File: src/hdl/mhap_regs.svh
/*
  Offsets, field positions, codes and timing counts of the motion host access port.
  Assumes it is included by its bare name from the design files.
*/
`ifndef MHAP_REGS_SVH
`define MHAP_REGS_SVH
// ------------------------------------------------------------
// parallel byte offsets inside one axis window (low two address bits)
// ------------------------------------------------------------
`define MHAP_OFS_CMD    2'h0
`define MHAP_OFS_W_LO   2'h1
`define MHAP_OFS_W_MID  2'h2
`define MHAP_OFS_W_HI   2'h3
// ------------------------------------------------------------
// serial selection byte layout: axis [3:0], type [5:4], device [7:6]
// ------------------------------------------------------------
`define MHAP_SEL_AXIS_LSB 0
`define MHAP_SEL_TYPE_LSB 4
`define MHAP_SEL_DEV_LSB  6
// ------------------------------------------------------------
// command codes and timing counts
// ------------------------------------------------------------
`define MHAP_REGSEL_HI  4'hb
`define MHAP_SI_A       4'he
`define MHAP_SI_B       4'hf
`define MHAP_BUSY_CYC   3'h4
`define MHAP_STRAP_CYC  2'h3
`endif

File: src/hdl/mhap_pkg.sv
/*
  Types of the motion host access port.
  Assumes nothing of its surroundings.
*/
package mhap_pkg;
  // serial access type, in selection-field order
  typedef enum logic [1:0] {ACC_WR, ACC_RD, ACC_PORT, ACC_MAIN_STATUS} mhap_acc_t;
  // serial frame walker
  typedef enum logic [2:0] {SER_SEL, SER_CMD, SER_DATA, SER_SI, SER_RD, SER_SKIP} mhap_ser_t;
endpackage : mhap_pkg

File: src/hdl/mhap_link_if.sv
/*
  Byte-level link between the serial receiver and the access core.
  Assumes both ends run on the reference clock.
*/
`timescale 1ns/1ns
`default_nettype none
interface mhap_link_if;
  logic       byte_vld;  // one-cycle pulse, byte complete
  logic [7:0] byte_dat;  // received byte, msb first on the wire
  logic [2:0] bit_cnt;   // bits of the current byte so far
  logic       ss_low;    // frame active
  logic       ss_rise;   // one-cycle pulse, frame end
  logic       sck_fall;  // one-cycle pulse, falling serial clock
  modport rx   (output byte_vld, byte_dat, bit_cnt, ss_low, ss_rise, sck_fall);
  modport core (input  byte_vld, byte_dat, bit_cnt, ss_low, ss_rise, sck_fall);
endinterface : mhap_link_if
`default_nettype wire

File: src/hdl/mhap_spi_rx.sv
/*
  Serial receiver: synchronises the serial pins to the reference clock and
  assembles bytes. Assumes the serial clock runs at most half the sample rate.
*/
`timescale 1ns/1ns
`default_nettype none
module mhap_spi_rx (
  input  wire logic clk,    // reference clock
  input  wire logic rst_b,  // async reset, active low
  input  wire logic sck,    // serial clock pin
  input  wire logic mosi,   // serial data in pin
  input  wire logic ss_b,   // slave select pin, active low
  input  wire logic en,     // serial interface chosen
  mhap_link_if.rx   lk      // byte link to the core
);
  localparam logic [2:0] RST_V = 3'h4;
  wire  [2:0] raw = {ss_b, mosi, sck};
  logic [2:0] s1_r, s2_r;
  logic       sck_d_r, ss_d_r;
  logic [6:0] sh_r;
  logic [2:0] cnt_r;
  logic       vld_r;
  logic [7:0] dat_r;

  // ------------------------------------------------------------
  // two-stage synchronisers, one per pin
  // ------------------------------------------------------------
  for (genvar i = 0; i < 3; i++) begin : g_sync
    always_ff @(posedge clk or negedge rst_b) begin
      if (!rst_b) begin
        s1_r[i] <= RST_V[i];
        s2_r[i] <= RST_V[i];
      end else begin
        s1_r[i] <= raw[i];
        s2_r[i] <= s1_r[i];
      end
    end
  end

  // edge detection only looks at the second stage
  wire rise   = s2_r[0] & ~sck_d_r;
  wire fall   = ~s2_r[0] & sck_d_r;
  wire ss_act = ~s2_r[2] & en;

  // ------------------------------------------------------------
  // sample on rising serial clock, bit count restarts with each frame
  // ------------------------------------------------------------
  always_ff @(posedge clk or negedge rst_b) begin
    if (!rst_b) begin
      sck_d_r <= 1'b0;
      ss_d_r  <= 1'b1;
      sh_r    <= 7'h00;
      cnt_r   <= 3'h0;
      vld_r   <= 1'b0;
      dat_r   <= 8'h00;
    end else begin
      sck_d_r <= s2_r[0];
      ss_d_r  <= s2_r[2];
      vld_r   <= ss_act & rise & (cnt_r == 3'h7);
      if (!ss_act) begin
        cnt_r <= 3'h0;
      end else if (rise) begin
        sh_r  <= {sh_r[5:0], s2_r[1]};
        cnt_r <= cnt_r + 3'h1;
        if (cnt_r == 3'h7) begin
          dat_r <= {sh_r, s2_r[1]};
        end
      end
    end
  end

  assign lk.byte_vld = vld_r;
  assign lk.byte_dat = dat_r;
  assign lk.bit_cnt  = cnt_r;
  assign lk.ss_low   = ss_act;
  assign lk.ss_rise  = en & s2_r[2] & ~ss_d_r;
  assign lk.sck_fall = ss_act & fall;
endmodule : mhap_spi_rx
`default_nettype wire

File: src/hdl/mhap_top.sv
/*
  Host access port of a multi-axis pulse controller: parallel byte bus with
  wait request, or four-wire serial link, chosen by a strap at reset.
  Assumes the axis core takes one-cycle strobes and offers status and the
  selected register value per axis on the reference clock.
*/
// Notes on behaviour
// - each axis owns four byte addresses on the parallel bus
// - offset 0 writes the command buffer, reads main status
// - offsets 1..3 fill write staging bytes, read back read-copy bytes
// - writing the low staging byte commits all 24 bits to the selected register
// - read copy mirrors the value of the selected register
// - upper two address bits pick the axis; missing pins are masked
// - after command or low-byte write, further accesses get wait request low
// - after a register-selection command only reads are stalled
// - serial frames are whole bytes; output undriven during header bytes
// - set axis bits select axes; all zero selects the first axis
// - absent axes: writes dropped, reads return zero
// - type field picks write, read, port status or main status access
// - only a matching device number answers; otherwise input ignored
// - two-byte command write takes effect at slave select rise
// - selected axes take the same command at the same moment
// - register write: three bytes per axis, committed at slave select rise
// - data split on 24-bit words; single axis may omit upper bytes
// - single-instance registers ignore axis bits, later bytes discarded
// - single-instance write takes effect right after the third byte
// - serial timing is clock-idle-low or -high, sampled on rising edges
// - write and read strobes both low at reset choose serial mode
`timescale 1ns/1ns
`default_nettype none
`include "mhap_regs.svh"
module mhap_top #(
  parameter int N_AXES = 4
) (
  input  wire logic                clk,           // reference clock, 25 MHz
  input  wire logic                rst_b,         // async reset, active low
  input  wire logic                cs_b,          // chip select or slave select
  input  wire logic                wr_b,          // write strobe, strap at reset
  input  wire logic                rd_b,          // read strobe, strap at reset
  input  wire logic [3:0]          addr_i,        // address; [1:0] device number in serial
  input  wire logic [7:0]          d_i,           // data bus in; [6] sck, [7] mosi
  output logic      [7:0]          d_o,           // data bus out
  output logic                     d_oe,          // data bus drive enable
  output logic                     wrq_miso_o,    // wait_request_n or serial out
  output logic                     wrq_miso_oe,   // drive enable of that pin
  output logic                     serial_mode,   // serial interface chosen
  output logic [N_AXES-1:0]        cmd_stb_o,     // command strobe per axis
  output logic [7:0]               cmd_dat_o,     // command byte
  output logic [N_AXES*4-1:0]      reg_sel_o,     // selected register per axis
  output logic [N_AXES-1:0]        reg_wr_stb_o,  // register write strobe per axis
  output logic [N_AXES*24-1:0]     reg_wr_dat_o,  // staged register data per axis
  output logic                     si_wr_stb_o,   // single-instance write strobe
  output logic                     si_wr_sel_o,   // 0 reg a, 1 reg b
  output logic [7:0]               si_wr_dat_o,   // single-instance data
  input  wire logic [N_AXES*8-1:0] main_status_i, // main status per axis
  input  wire logic [N_AXES*24-1:0] reg_val_i     // selected register value per axis
);
  localparam logic [3:0] EXIST = 4'((1 << N_AXES) - 1);
  localparam logic [1:0] AMASK = (N_AXES > 2) ? 2'h3 : ((N_AXES > 1) ? 2'h1 : 2'h0);

  function automatic logic [1:0] low_idx(input logic [3:0] m);
    low_idx = m[0] ? 2'h0 : (m[1] ? 2'h1 : (m[2] ? 2'h2 : 2'h3));
  endfunction : low_idx

  // ------------------------------------------------------------
  // pin synchronisers
  // ------------------------------------------------------------
  localparam logic [14:0] PIN_RST = 15'h7000;
  wire  [14:0] pin_raw = {cs_b, wr_b, rd_b, addr_i, d_i};
  logic [14:0] p1_r, p2_r;
  for (genvar i = 0; i < 15; i++) begin : g_psync
    always_ff @(posedge clk or negedge rst_b) begin
      if (!rst_b) begin
        p1_r[i] <= PIN_RST[i];
        p2_r[i] <= PIN_RST[i];
      end else begin
        p1_r[i] <= pin_raw[i];
        p2_r[i] <= p1_r[i];
      end
    end
  end
  wire       cs_s = p2_r[14];
  wire       wr_s = p2_r[13];
  wire       rd_s = p2_r[12];
  wire [3:0] a_s  = p2_r[11:8];
  wire [7:0] d_s  = p2_r[7:0];

  // ------------------------------------------------------------
  // interface strap, caught once the synchronisers hold the reset-time level
  // ------------------------------------------------------------
  logic [1:0] strap_cnt_r;
  logic       ser_mode_r;
  always_ff @(posedge clk or negedge rst_b) begin
    if (!rst_b) begin
      strap_cnt_r <= 2'h0;
      ser_mode_r  <= 1'b0;
    end else if (strap_cnt_r != `MHAP_STRAP_CYC) begin
      strap_cnt_r <= strap_cnt_r + 2'h1;
      ser_mode_r  <= ~wr_s & ~rd_s;
    end
  end
  assign serial_mode = ser_mode_r;

  // ------------------------------------------------------------
  // parallel decode
  // ------------------------------------------------------------
  logic       wr_d_r, lo_wr_d_r;
  logic [2:0] busy_cnt_r;
  logic       busy_rd_only_r;
  wire        p_acc     = ~ser_mode_r & ~cs_s & (strap_cnt_r == `MHAP_STRAP_CYC);
  wire [1:0]  p_ax      = a_s[3:2] & AMASK;
  wire [1:0]  p_lo      = a_s[1:0];
  wire        p_busy    = busy_cnt_r != 3'h0;
  wire        p_rd_req  = p_acc & ~rd_s;
  wire        p_wr_req  = p_acc & ~wr_s;
  wire        p_hard    = p_busy & ~busy_rd_only_r;
  wire        p_stall   = (p_busy & p_rd_req) | (p_hard & p_wr_req);
  wire        p_wr_end  = p_acc & wr_s & ~wr_d_r & ~p_hard;
  wire        p_cmd_wr  = p_wr_end & (p_lo == `MHAP_OFS_CMD);
  wire        p_lo_wr   = p_wr_end & (p_lo == `MHAP_OFS_W_LO);
  wire        p_regsel  = d_s[7:4] == `MHAP_REGSEL_HI;
  wire [3:0]  p_ax_oh   = 4'h1 << p_ax;

  // internal procedure timer after a triggering write
  always_ff @(posedge clk or negedge rst_b) begin
    if (!rst_b) begin
      wr_d_r         <= 1'b1;
      lo_wr_d_r      <= 1'b0;
      busy_cnt_r     <= 3'h0;
      busy_rd_only_r <= 1'b0;
    end else begin
      wr_d_r    <= wr_s;
      lo_wr_d_r <= p_lo_wr;
      if (p_cmd_wr | p_lo_wr) begin
        busy_cnt_r     <= `MHAP_BUSY_CYC;
        busy_rd_only_r <= p_cmd_wr & p_regsel;
      end else if (p_busy) begin
        busy_cnt_r <= busy_cnt_r - 3'h1;
      end
    end
  end

  // ------------------------------------------------------------
  // serial frame walker
  // ------------------------------------------------------------
  mhap_link_if lk ();
  mhap_spi_rx u_rx (
    .clk   (clk),
    .rst_b (rst_b),
    .sck   (d_i[6]),
    .mosi  (d_i[7]),
    .ss_b  (cs_b),
    .en    (ser_mode_r),
    .lk    (lk.rx)
  );

  mhap_pkg::mhap_ser_t st_r;
  mhap_pkg::mhap_acc_t acc_r;
  logic [3:0] sel_r, rem_r, got_r;
  logic [1:0] wcnt_r;
  logic [7:0] cmd_r, tx_r;
  logic       cmd_got_r, ld_r;
  wire  [7:0] bd       = lk.byte_dat;
  wire  [3:0] b_field  = bd[`MHAP_SEL_AXIS_LSB +: 4];
  wire  [3:0] b_axes   = (b_field == 4'h0) ? 4'h1 : b_field;
  wire  [1:0] b_type   = bd[`MHAP_SEL_TYPE_LSB +: 2];
  wire        b_dev_ok = bd[`MHAP_SEL_DEV_LSB +: 2] == a_s[1:0];
  wire        bv       = lk.byte_vld & lk.ss_low;
  wire        cmd_si   = (bd[7:4] == `MHAP_REGSEL_HI) &
                         ((bd[3:0] == `MHAP_SI_A) | (bd[3:0] == `MHAP_SI_B));
  wire  [1:0] cur_ax   = low_idx(rem_r);
  wire        rem_any  = |rem_r;
  wire        word3    = (acc_r == mhap_pkg::ACC_WR) | (acc_r == mhap_pkg::ACC_RD);
  wire        w_byte   = bv & (st_r == mhap_pkg::SER_DATA) & rem_any;
  wire        adv      = w_byte | (ld_r & rem_any);
  wire        w_end    = ~word3 | (wcnt_r == 2'h2);

  // state of the frame, byte by byte
  always_ff @(posedge clk or negedge rst_b) begin
    if (!rst_b) begin
      st_r <= mhap_pkg::SER_SEL;
    end else if (!lk.ss_low) begin
      st_r <= mhap_pkg::SER_SEL;
    end else if (lk.byte_vld) begin
      case (st_r)
        mhap_pkg::SER_SEL: begin
          if (!b_dev_ok) begin
            st_r <= mhap_pkg::SER_SKIP;
          end else if (!b_type[1]) begin
            st_r <= mhap_pkg::SER_CMD;
          end else begin
            st_r <= mhap_pkg::SER_RD;
          end
        end
        mhap_pkg::SER_CMD: begin
          if (acc_r == mhap_pkg::ACC_RD) begin
            st_r <= mhap_pkg::SER_RD;
          end else if (cmd_si) begin
            st_r <= mhap_pkg::SER_SI;
          end else begin
            st_r <= mhap_pkg::SER_DATA;
          end
        end
        mhap_pkg::SER_SI: st_r <= mhap_pkg::SER_SKIP;
        default: st_r <= st_r;
      endcase
    end
  end

  // header capture and per-axis word pointer
  always_ff @(posedge clk or negedge rst_b) begin
    if (!rst_b) begin
      acc_r     <= mhap_pkg::ACC_WR;
      sel_r     <= 4'h0;
      rem_r     <= 4'h0;
      got_r     <= 4'h0;
      wcnt_r    <= 2'h0;
      cmd_r     <= 8'h00;
      cmd_got_r <= 1'b0;
      ld_r      <= 1'b0;
    end else begin
      ld_r <= bv & (((st_r == mhap_pkg::SER_SEL) & b_dev_ok & b_type[1]) |
                    ((st_r == mhap_pkg::SER_CMD) & (acc_r == mhap_pkg::ACC_RD)) |
                    (st_r == mhap_pkg::SER_RD));
      if (bv & (st_r == mhap_pkg::SER_SEL)) begin
        acc_r     <= mhap_pkg::mhap_acc_t'(b_type);
        sel_r     <= b_axes;
        rem_r     <= b_axes;
        got_r     <= 4'h0;
        wcnt_r    <= 2'h0;
        cmd_got_r <= 1'b0;
      end else if (bv & (st_r == mhap_pkg::SER_CMD)) begin
        cmd_r     <= bd;
        cmd_got_r <= (acc_r == mhap_pkg::ACC_WR) & ~cmd_si;
      end else if (adv) begin
        wcnt_r <= w_end ? 2'h0 : wcnt_r + 2'h1;
        if (w_end) begin
          rem_r[cur_ax] <= 1'b0;
        end
        if (w_byte) begin
          got_r[cur_ax] <= 1'b1;
        end
      end
    end
  end

  // ------------------------------------------------------------
  // per-axis staging, selection and read copy
  // ------------------------------------------------------------
  logic [23:0] stage_r [4];
  logic [23:0] copy_r  [4];
  logic [3:0]  rsel_r  [4];
  logic [7:0]  ms      [4];
  wire         s_apply = lk.ss_rise & cmd_got_r;
  wire  [3:0]  s_cmd_ax = s_apply ? (sel_r & EXIST) : 4'h0;
  wire  [3:0]  s_reg_ax = s_apply ? (got_r & EXIST) : 4'h0;
  for (genvar i = 0; i < 4; i++) begin : g_axis
    wire [23:0] val = (i < N_AXES) ? reg_val_i[(i % N_AXES)*24 +: 24] : 24'h0;
    assign ms[i] = (i < N_AXES) ? main_status_i[(i % N_AXES)*8 +: 8] : 8'h00;
    always_ff @(posedge clk or negedge rst_b) begin
      if (!rst_b) begin
        stage_r[i] <= 24'h0;
        copy_r[i]  <= 24'h0;
        rsel_r[i]  <= 4'h0;
      end else begin
        copy_r[i] <= val;
        if (p_wr_end & (p_ax == 2'(i)) & (p_lo != `MHAP_OFS_CMD)) begin
          stage_r[i][(p_lo - 2'h1)*8 +: 8] <= d_s;
        end else if (bv & (st_r == mhap_pkg::SER_SEL)) begin
          stage_r[i] <= 24'h0;
        end else if (w_byte & (cur_ax == 2'(i))) begin
          stage_r[i][wcnt_r*8 +: 8] <= bd;
        end
        if (p_cmd_wr & p_regsel & (p_ax == 2'(i))) begin
          rsel_r[i] <= d_s[3:0];
        end else if (s_cmd_ax[i] & (cmd_r[7:4] == `MHAP_REGSEL_HI)) begin
          rsel_r[i] <= cmd_r[3:0];
        end
      end
    end
    if (i < N_AXES) begin : g_out
      assign reg_sel_o[i*4 +: 4]     = rsel_r[i];
      assign reg_wr_dat_o[i*24 +: 24] = stage_r[i];
    end
  end

  // ------------------------------------------------------------
  // strobes towards the axis core
  // ------------------------------------------------------------
  logic [3:0] cmd_stb_r, reg_stb_r;
  logic [7:0] cmd_dat_r, si_dat_r, d_o_r;
  logic       si_stb_r, si_sel_r;
  logic [3:0] p_ax_oh_d_r;
  wire  [3:0] cmd_stb_nxt = (p_cmd_wr ? p_ax_oh : 4'h0) | s_cmd_ax;
  wire  [3:0] reg_stb_nxt = (lo_wr_d_r ? (4'h1 << low_idx(p_ax_oh_d_r)) : 4'h0) | s_reg_ax;
  always_ff @(posedge clk or negedge rst_b) begin
    if (!rst_b) begin
      cmd_stb_r   <= 4'h0;
      reg_stb_r   <= 4'h0;
      cmd_dat_r   <= 8'h00;
      p_ax_oh_d_r <= 4'h1;
      si_stb_r    <= 1'b0;
      si_sel_r    <= 1'b0;
      si_dat_r    <= 8'h00;
    end else begin
      cmd_stb_r   <= cmd_stb_nxt;
      reg_stb_r   <= reg_stb_nxt;
      p_ax_oh_d_r <= p_ax_oh;
      if (p_cmd_wr) begin
        cmd_dat_r <= d_s;
      end else if (s_apply) begin
        cmd_dat_r <= cmd_r;
      end
      si_stb_r <= bv & (st_r == mhap_pkg::SER_SI);
      if (bv & (st_r == mhap_pkg::SER_SI)) begin
        si_sel_r <= cmd_r[3:0] == `MHAP_SI_B;
        si_dat_r <= bd;
      end
    end
  end
  assign cmd_stb_o    = cmd_stb_r[N_AXES-1:0];
  assign cmd_dat_o    = cmd_dat_r;
  assign reg_wr_stb_o = reg_stb_r[N_AXES-1:0];
  assign si_wr_stb_o  = si_stb_r;
  assign si_wr_sel_o  = si_sel_r;
  assign si_wr_dat_o  = si_dat_r;

  // ------------------------------------------------------------
  // read paths: parallel data bus and serial shifter
  // ------------------------------------------------------------
  wire       cur_ok  = rem_any & EXIST[cur_ax];
  wire [7:0] s_byte  = !cur_ok ? 8'h00 :
                       (acc_r == mhap_pkg::ACC_MAIN_STATUS) ? ms[cur_ax] :
                       (acc_r == mhap_pkg::ACC_RD) ? copy_r[cur_ax][wcnt_r*8 +: 8] : 8'h00;
  wire [7:0] p_byte  = (p_lo == `MHAP_OFS_CMD) ? ms[p_ax] :
                       copy_r[p_ax][(p_lo - 2'h1)*8 +: 8];
  // shift out on falling serial clock so data is steady at the rising edge
  always_ff @(posedge clk or negedge rst_b) begin
    if (!rst_b) begin
      tx_r  <= 8'h00;
      d_o_r <= 8'h00;
    end else begin
      d_o_r <= p_byte;
      if (ld_r) begin
        tx_r <= s_byte;
      end else if (lk.sck_fall & (lk.bit_cnt != 3'h0)) begin
        tx_r <= {tx_r[6:0], 1'b0};
      end
    end
  end
  wire miso_oe = lk.ss_low & (st_r == mhap_pkg::SER_RD);
  assign d_o         = d_o_r;
  assign d_oe        = p_rd_req;
  assign wrq_miso_o  = ser_mode_r ? tx_r[7] : ~p_stall;
  assign wrq_miso_oe = ser_mode_r ? miso_oe : 1'b1;
endmodule : mhap_top
`default_nettype wire

File: config.mk
export PLATFORM = sky130hd
export DESIGN_NAME = mhap_top
export DESIGN_NICKNAME = d
export VERILOG_FILES = /design/src/hdl/mhap_pkg.sv /design/src/hdl/mhap_link_if.sv /design/src/hdl/mhap_spi_rx.sv /design/src/hdl/mhap_top.sv
export VERILOG_INCLUDE_DIRS = /design/src /design/src/hdl
export SDC_FILE = /design/constraint.sdc
export NUM_CORES = 1
export LEC_CHECK = 0
export BUFFER_PORTS_ARGS = -buffer_cell sky130_fd_sc_hd__buf_2
export CAP_MARGIN = 20
export CORE_ASPECT_RATIO = 0.7
export CORE_UTILIZATION = 40
export CTS_BUF_LIST = sky130_fd_sc_hd__clkbuf_2
export CTS_CLUSTER_DIAMETER = 80
export DETAILED_ROUTE_END_ITERATION = 10
export PLACE_DENSITY_LB_ADDON = 0.2
export SLEW_MARGIN = 20
export SYNTH_ARGS = -nofsm -noshare
export SYNTH_HDL_FRONTEND = slang
export SYNTH_SLANG_ARGS = --single-unit
File: constraint.sdc
create_clock -name clk -period 5.2 [get_ports clk]
set_input_delay 0.52 -clock clk [delete_from_list [all_inputs] [get_ports clk]]
set_output_delay 0.52 -clock clk [all_outputs]
set_load 0.01 [all_outputs]
# Word level (Yosys, flattened, before mapping)

Cells that the tools add are included.

$lt $le $gt $ge: 4
Add/sub/neg operators: 7
Reductions and logical operators: 33
Shifts and indexed selects: 8
Eq/ne operators: 28
Mux-type cells: 90
Bitwise gates (word level): 88

Operators with widths:

| cell                      | count |
|---|---|
| $mux W24                  | 16 |
| $bwmux W24                | 8 |
| $bmux W24 S2              | 2 |
| $mux W8                   | 12 |
| $mux W4                   | 21 |
| $shift A8 B34 Y24 const A | 2 |
| $shiftx A8 B34 Y24        | 2 |
| $and A1 B1 Y1             | 59 |
| $neg A32 Y34              | 1 |
| $neg A5 Y34               | 1 |
| $shiftx A24 B33 Y8        | 1 |
| $bmux W8 S2               | 2 |
| $mux W3                   | 9 |
| $eq A4 B4 Y1 const B      | 6 |
| $reduce_bool A2 Y1        | 12 |
| $shiftx A24 B6 Y8         | 1 |
| $reduce_bool A3 Y1        | 6 |
| $mux W2                   | 8 |
| $eq A2 B2 Y1 const B      | 7 |
| $not A1 Y1                | 14 |
| $or A4 B4 Y4              | 3 |
| $mux W1                   | 9 |
| $pmux W3 S3               | 1 |
| $reduce_and A3 Y1         | 3 |
| 28 further kinds          | 52 |

Register bits after elaboration: 342
Logic and storage cells: 330
Output and inout port bits: 150
Bits of input ports: 145

# Depth between registers and ports, before layout

Depth in word-level cells: 13
Gate-level depth with buffers: 9

# Cells and area by module

From an unflattened synthesis, not the netlist that was laid out.

Cells, all modules: 1,332
Area total of the unflattened synthesis: 15,678.8 um2

By module, submodules not included:

| module      | cells an instance | instances | area each (um2) | seq. area each (um2) |
|---|---|---|---|---|
| mhap_top    | 1,272             | 1         | 14,656.6        | 8,042.7 |
| mhap_spi_rx | 60                | 1         | 1,022.2         | 679.4 |

# Least setup slack after synthesis

No wires, ideal clock.

Path kind: register to register
Start: reg p2_r[8], in the netlist a_s[0]
End: reg stage_r, in the netlist reg_wr_dat_o[64]
Cell stages (with the launch flop): 10
Buffers on the path: 2
Setup slack: 2.649 ns
Clock period less this slack: 2.551 ns
Data arrival time: 2.432 ns
Cells stage by stage: dfrtp_1 inv_1 ha_1 buf_6 or4b_4 nor3_4 and2_4 buf_6 mux2_2 o21a_1

Cells in the longest elaborated chain, start to end: 5

RTL lines:

| item                                                    | RTL line        | RTL |
|---|---|---|
| start, declared                                         | mhap_top.sv:70  | `logic [14:0] p1_r, p2_r;` |
| start signal, assigned by index                         | mhap_top.sv:75  | `p2_r[i] <= PIN_RST[i];` |
| start signal, assigned by index                         | mhap_top.sv:78  | `p2_r[i] <= p1_r[i];` |
| $sub A2 B1 Y3                                           | mhap_top.sv:268 | `stage_r[i][(p_lo - 2'h1)*8 +: 8] <= d_s;` |
| $neg A32 Y34                                            | mhap_top.sv:268 |  |
| $shiftx A8 B34 Y24 or $shift A8 B34 Y24 (tied branches) | mhap_top.sv:268 |  |
| $bwmux W24                                              | mhap_top.sv:268 |  |
| $mux W24                                                | mhap_top.sv:267 | `` if (p_wr_end & (p_ax == 2'(i)) & (p_lo != `MHAP_OFS_CMD)) begin `` |
| end signal, assigned by index                           | mhap_top.sv:268 |  |
| end, declared                                           | mhap_top.sv:250 | `logic [23:0] stage_r [4];` |

Several ways; a longest one is shown, not always the timed one.
A chain may end at the register's enable or synchronous reset.

# Worst setup path after layout

Start: reg ser_mode_r, in the netlist serial_mode
End: reg stage_r, in the netlist reg_wr_dat_o[94]

Cells in the longest elaborated chain, start to end: 9

RTL lines:

| item                                                            | RTL line        | RTL |
|---|---|---|
| start, declared                                                 | mhap_top.sv:92  | `logic ser_mode_r;` |
| start signal, assigned                                          | mhap_top.sv:99  | `ser_mode_r <= ~wr_s & ~rd_s;` |
| $not A1 Y1                                                      | mhap_top.sv:110 | `` wire p_acc = ~ser_mode_r & ~cs_s & (strap_cnt_r == `MHAP_STRAP_CYC); `` |
| $and A1 B1 Y1 (2 in a row)                                      | mhap_top.sv:110 |  |
| $and A1 B1 Y1 (3 in a row)                                      | mhap_top.sv:118 | `wire p_wr_end = p_acc & wr_s & ~wr_d_r & ~p_hard;` |
| $and A1 B1 Y1 (2 in a row)                                      | mhap_top.sv:267 |  |
| $reduce_bool A3 Y1 (no source line) or $mux W24 (tied branches) | n/a             |  |

Several ways; a longest one is shown, not always the timed one.

==> results.md <==
- Area leader, netlist: dfrtp_1
- First-pass GRT wire length: 77740 um
- Slew Limit Fails: 0
- Syn Area/Cell: 11.77 um^2
- Crit path launch type: register
- Wire per inst: 22.90 um
- Routed vias: 13070
- Initial antenna violation count: 1
- Clock Skews: 49.03 ps
- Yosys reg bits: 342
- Most common cell after layout, fill and taps aside: dfrtp_1
- IO buf count: 294
- Final std cells w/o fill: 2267
- Fraction of registers with async set/reset: 100.0%
- Status: completed
- Row count: 58
- Vias in the first global route: 13130
- Max Buffers Root-to-Sink: 3
- TritonCTS Buffers: 85
- Synth warnings: 0
- Max H-tree Level: 3
- Critical path's largest stage delay: 670 ps
- Final setup violation count: 0
- GPL Wtd Cong: 0.8962
- Post-CTS sizing: 0
- Total GRT Usage: 27.51%
- Chip height: 163.4 um
- Crit end category: register
- Crit Path Max Fanout: 17
- Die width: 232.6 um
- Slew @ Worst Pin: 1148 ps
- Initial Util: 41.05%
- Drt pass-1 iters: 9
- Place WS: 1849 ps
- P per Cell Area: 291.9 nW/um^2
- Top delay family on crit path: simple AND/OR/NAND/NOR gates
- Dpl hpwl: 35620 um
- WL final: 51910 um
- EDFF count, synth: 0
- Hold Vio Cnt, Final: 0
- Post-route ant nets: 0
- Util after Layout: 52.26%
- Register area share after synthesis: 57.54%
- Clock transition at path regs: 130 ps
- Post-synthesis cell type count: 71
- IO Pins: 295
- Syn Nets: 1423
- Area grow syn2layout: 27.32%
- Die area: 38020 um^2
- CTS tree: done
- Vias/cell: 5.765
- Critical Path, Cell by Cell: nand4bb_1, nor3_2, buf_4, a41o_1, mux2i_1, a222oi_1
- Area of the core: 36280 um^2
- Maximum vdd drop: 0.1390 mV
- Fin crit share: 66.46%
- Critical Path AT: 4320 ps
- Unrepaired setup endpoints after global routing: false
- WP data required: 6070 ps
- Post-synth top area share: 55.95%
- Fmax: 289.3 MHz
- Min-delay worst type: input pin to async pin
- Mapped Cells: 1265
- CTS root buf: clkbuf_2
- Leak: 9.121 nW
- CP max-delay cell: nand4bb_1
- Slew HR: 23.33%
- Overflow after GRT: 0
- Placed Cells: 1972
- DRC Markers: 0
- WP buf/inv: 1
- Tmin final: 3456 ps
- Max-cap violations: 0
- Worst Setup Slack, final: 1744 ps
- Largest net degree at the start of global routing: 152
- Iter 0 DRT Violations: 1239
- Setup tns final: 0 ps
- Synth top area cells: dfrtp_1 56%, mux4_2 4.8%, nand2_1 3.6%
- CP Class: register to register
- Synthesized area: 14890 um^2
- Dominant synthesized flop cell: dfrtp_1
- Worst skew pair latency: 980 ps
- Most frequent cells in the layout: 331 x dfrtp_1, 293 x buf_2, 144 x dlygate4sd3_1
- Fin nets: 1881
- CTS Sinks: 342
- Layout cells sized above 1: 29.75%
## where the power goes
part	switching [W]	internal [W]	total, W	leakage (nW)
Clock	0.00111	0.000669	0.00178	0.574
Sequential	0.000141	0.00285	0.00299	4.37
Combinational	0.000392	0.000371	0.000763	4.17
Total	0.00165	0.00389	0.00554	9.12
## final cells by class
cell class	instances	area [um^2]
Antenna cell	2	5.005
Clock buffer	120	600.6
Clock inverter	29	140.1
Fill cell	3325	17320
Inverter	59	221.5
Multi-Input combinational cell	778	5746
Sequential cell	342	8572
Tap cell	480	600.6
Timing Repair Buffer	457	3078
## worst paths after layout
| path | startpoint | end | slack, ps | cells after the start |
|---|---|---|---|---|
| max in group asynchronous | rst_b | st_r[0]$_DFFE_PN0P_ | 3740 | 3 |
| setup reg to reg | serial_mode$_DFFE_PN0P_ | reg_wr_dat_o[94]$_DFFE_PN0P_ | 1740 | 6 |
| setup / recovery | serial_mode$_DFFE_PN0P_ | reg_wr_dat_o[94]$_DFFE_PN0P_ | 1740 | 6 |
| hold reg to reg | p1_r[13]$_DFF_PN1_ | wr_s$_DFF_PN1_ | 350 | 0 |
| min in group clk | main_status_i[17] | d_o[1]$_DFF_PN0_ | 140 | 4 |
| hold / removal | rst_b | d_o[4]$_DFF_PN0_ | 70 | 2 |
## registers in the layout, indices dropped and copies added (netlist names), 4 cells and up
name	cells
sel_r	4
si_wr_dat_o	8
cmd_stb_o	4
u_rx.lk.byte_dat	8
reg_wr_stb_o	4
got_r	4
d_s	6
copy_r	96
rem_r	4
reg_wr_dat_o	96
a_s	4
cmd_r	8
u_rx.sh_r	7
tx_r	8
cmd_dat_o	8
p1_r	12
d_o	8
reg_sel_o	16
## synthesized netlist by cell type (18+ instances only)
library cell / number
clkbuf_1: 46
a221oi_1: 51
o22ai_1: 42
mux2i_1: 47
o21ai_0: 28
mux4_2: 32
a21oi_1: 49
dfrtp_1: 333
a222oi_1: 37
mux2_2: 26
nor2_1: 92
buf_1: 18
inv_1: 56
buf_2: 20
nand2_1: 143
## through the flow
step / hold slack (ps) / area [um^2] / total power, W
after floorplan: 224.4 / 14890 / 0.003338
final: 73.41 / 18960 / 0.005536
after global placement: 331.6 / 16780 / 0.003689
after detailed placement: 334.7 / 16780 / 0.003709
after CTS: 6.558 / 18960 / 0.005582
after global routing: 30.47 / 18960 / 0.005825
## metal layers
metal  vias up  part of all wire [%]  track usage, %
li1       5682                     -               -
met1      6591                    45           40.14
met2       689                    43           38.65
met3       108                    11           8.956
met4         0                   2.2           8.229
met5         -                     0               0
## cells by family after synthesis
logic type	Yosys count	share of synthesized area, %
AND/OR/NAND/NOR	343	11.24
adder cells (fa/ha/maj)	13	1.092
XOR/XNOR	6	0.3529
buffers and inverters	145	3.923
multiplexers	112	10.66
flip-flops	342	57.54
AO/OA/AOI/OAI	304	15.20
## timing repair
action | in CTS | in global routing
hold endpoints to repair | 190 | 0
buffers inserted | 0 | 0
hold buffers | 144 | 0
(Power assumes the default switching activity.)
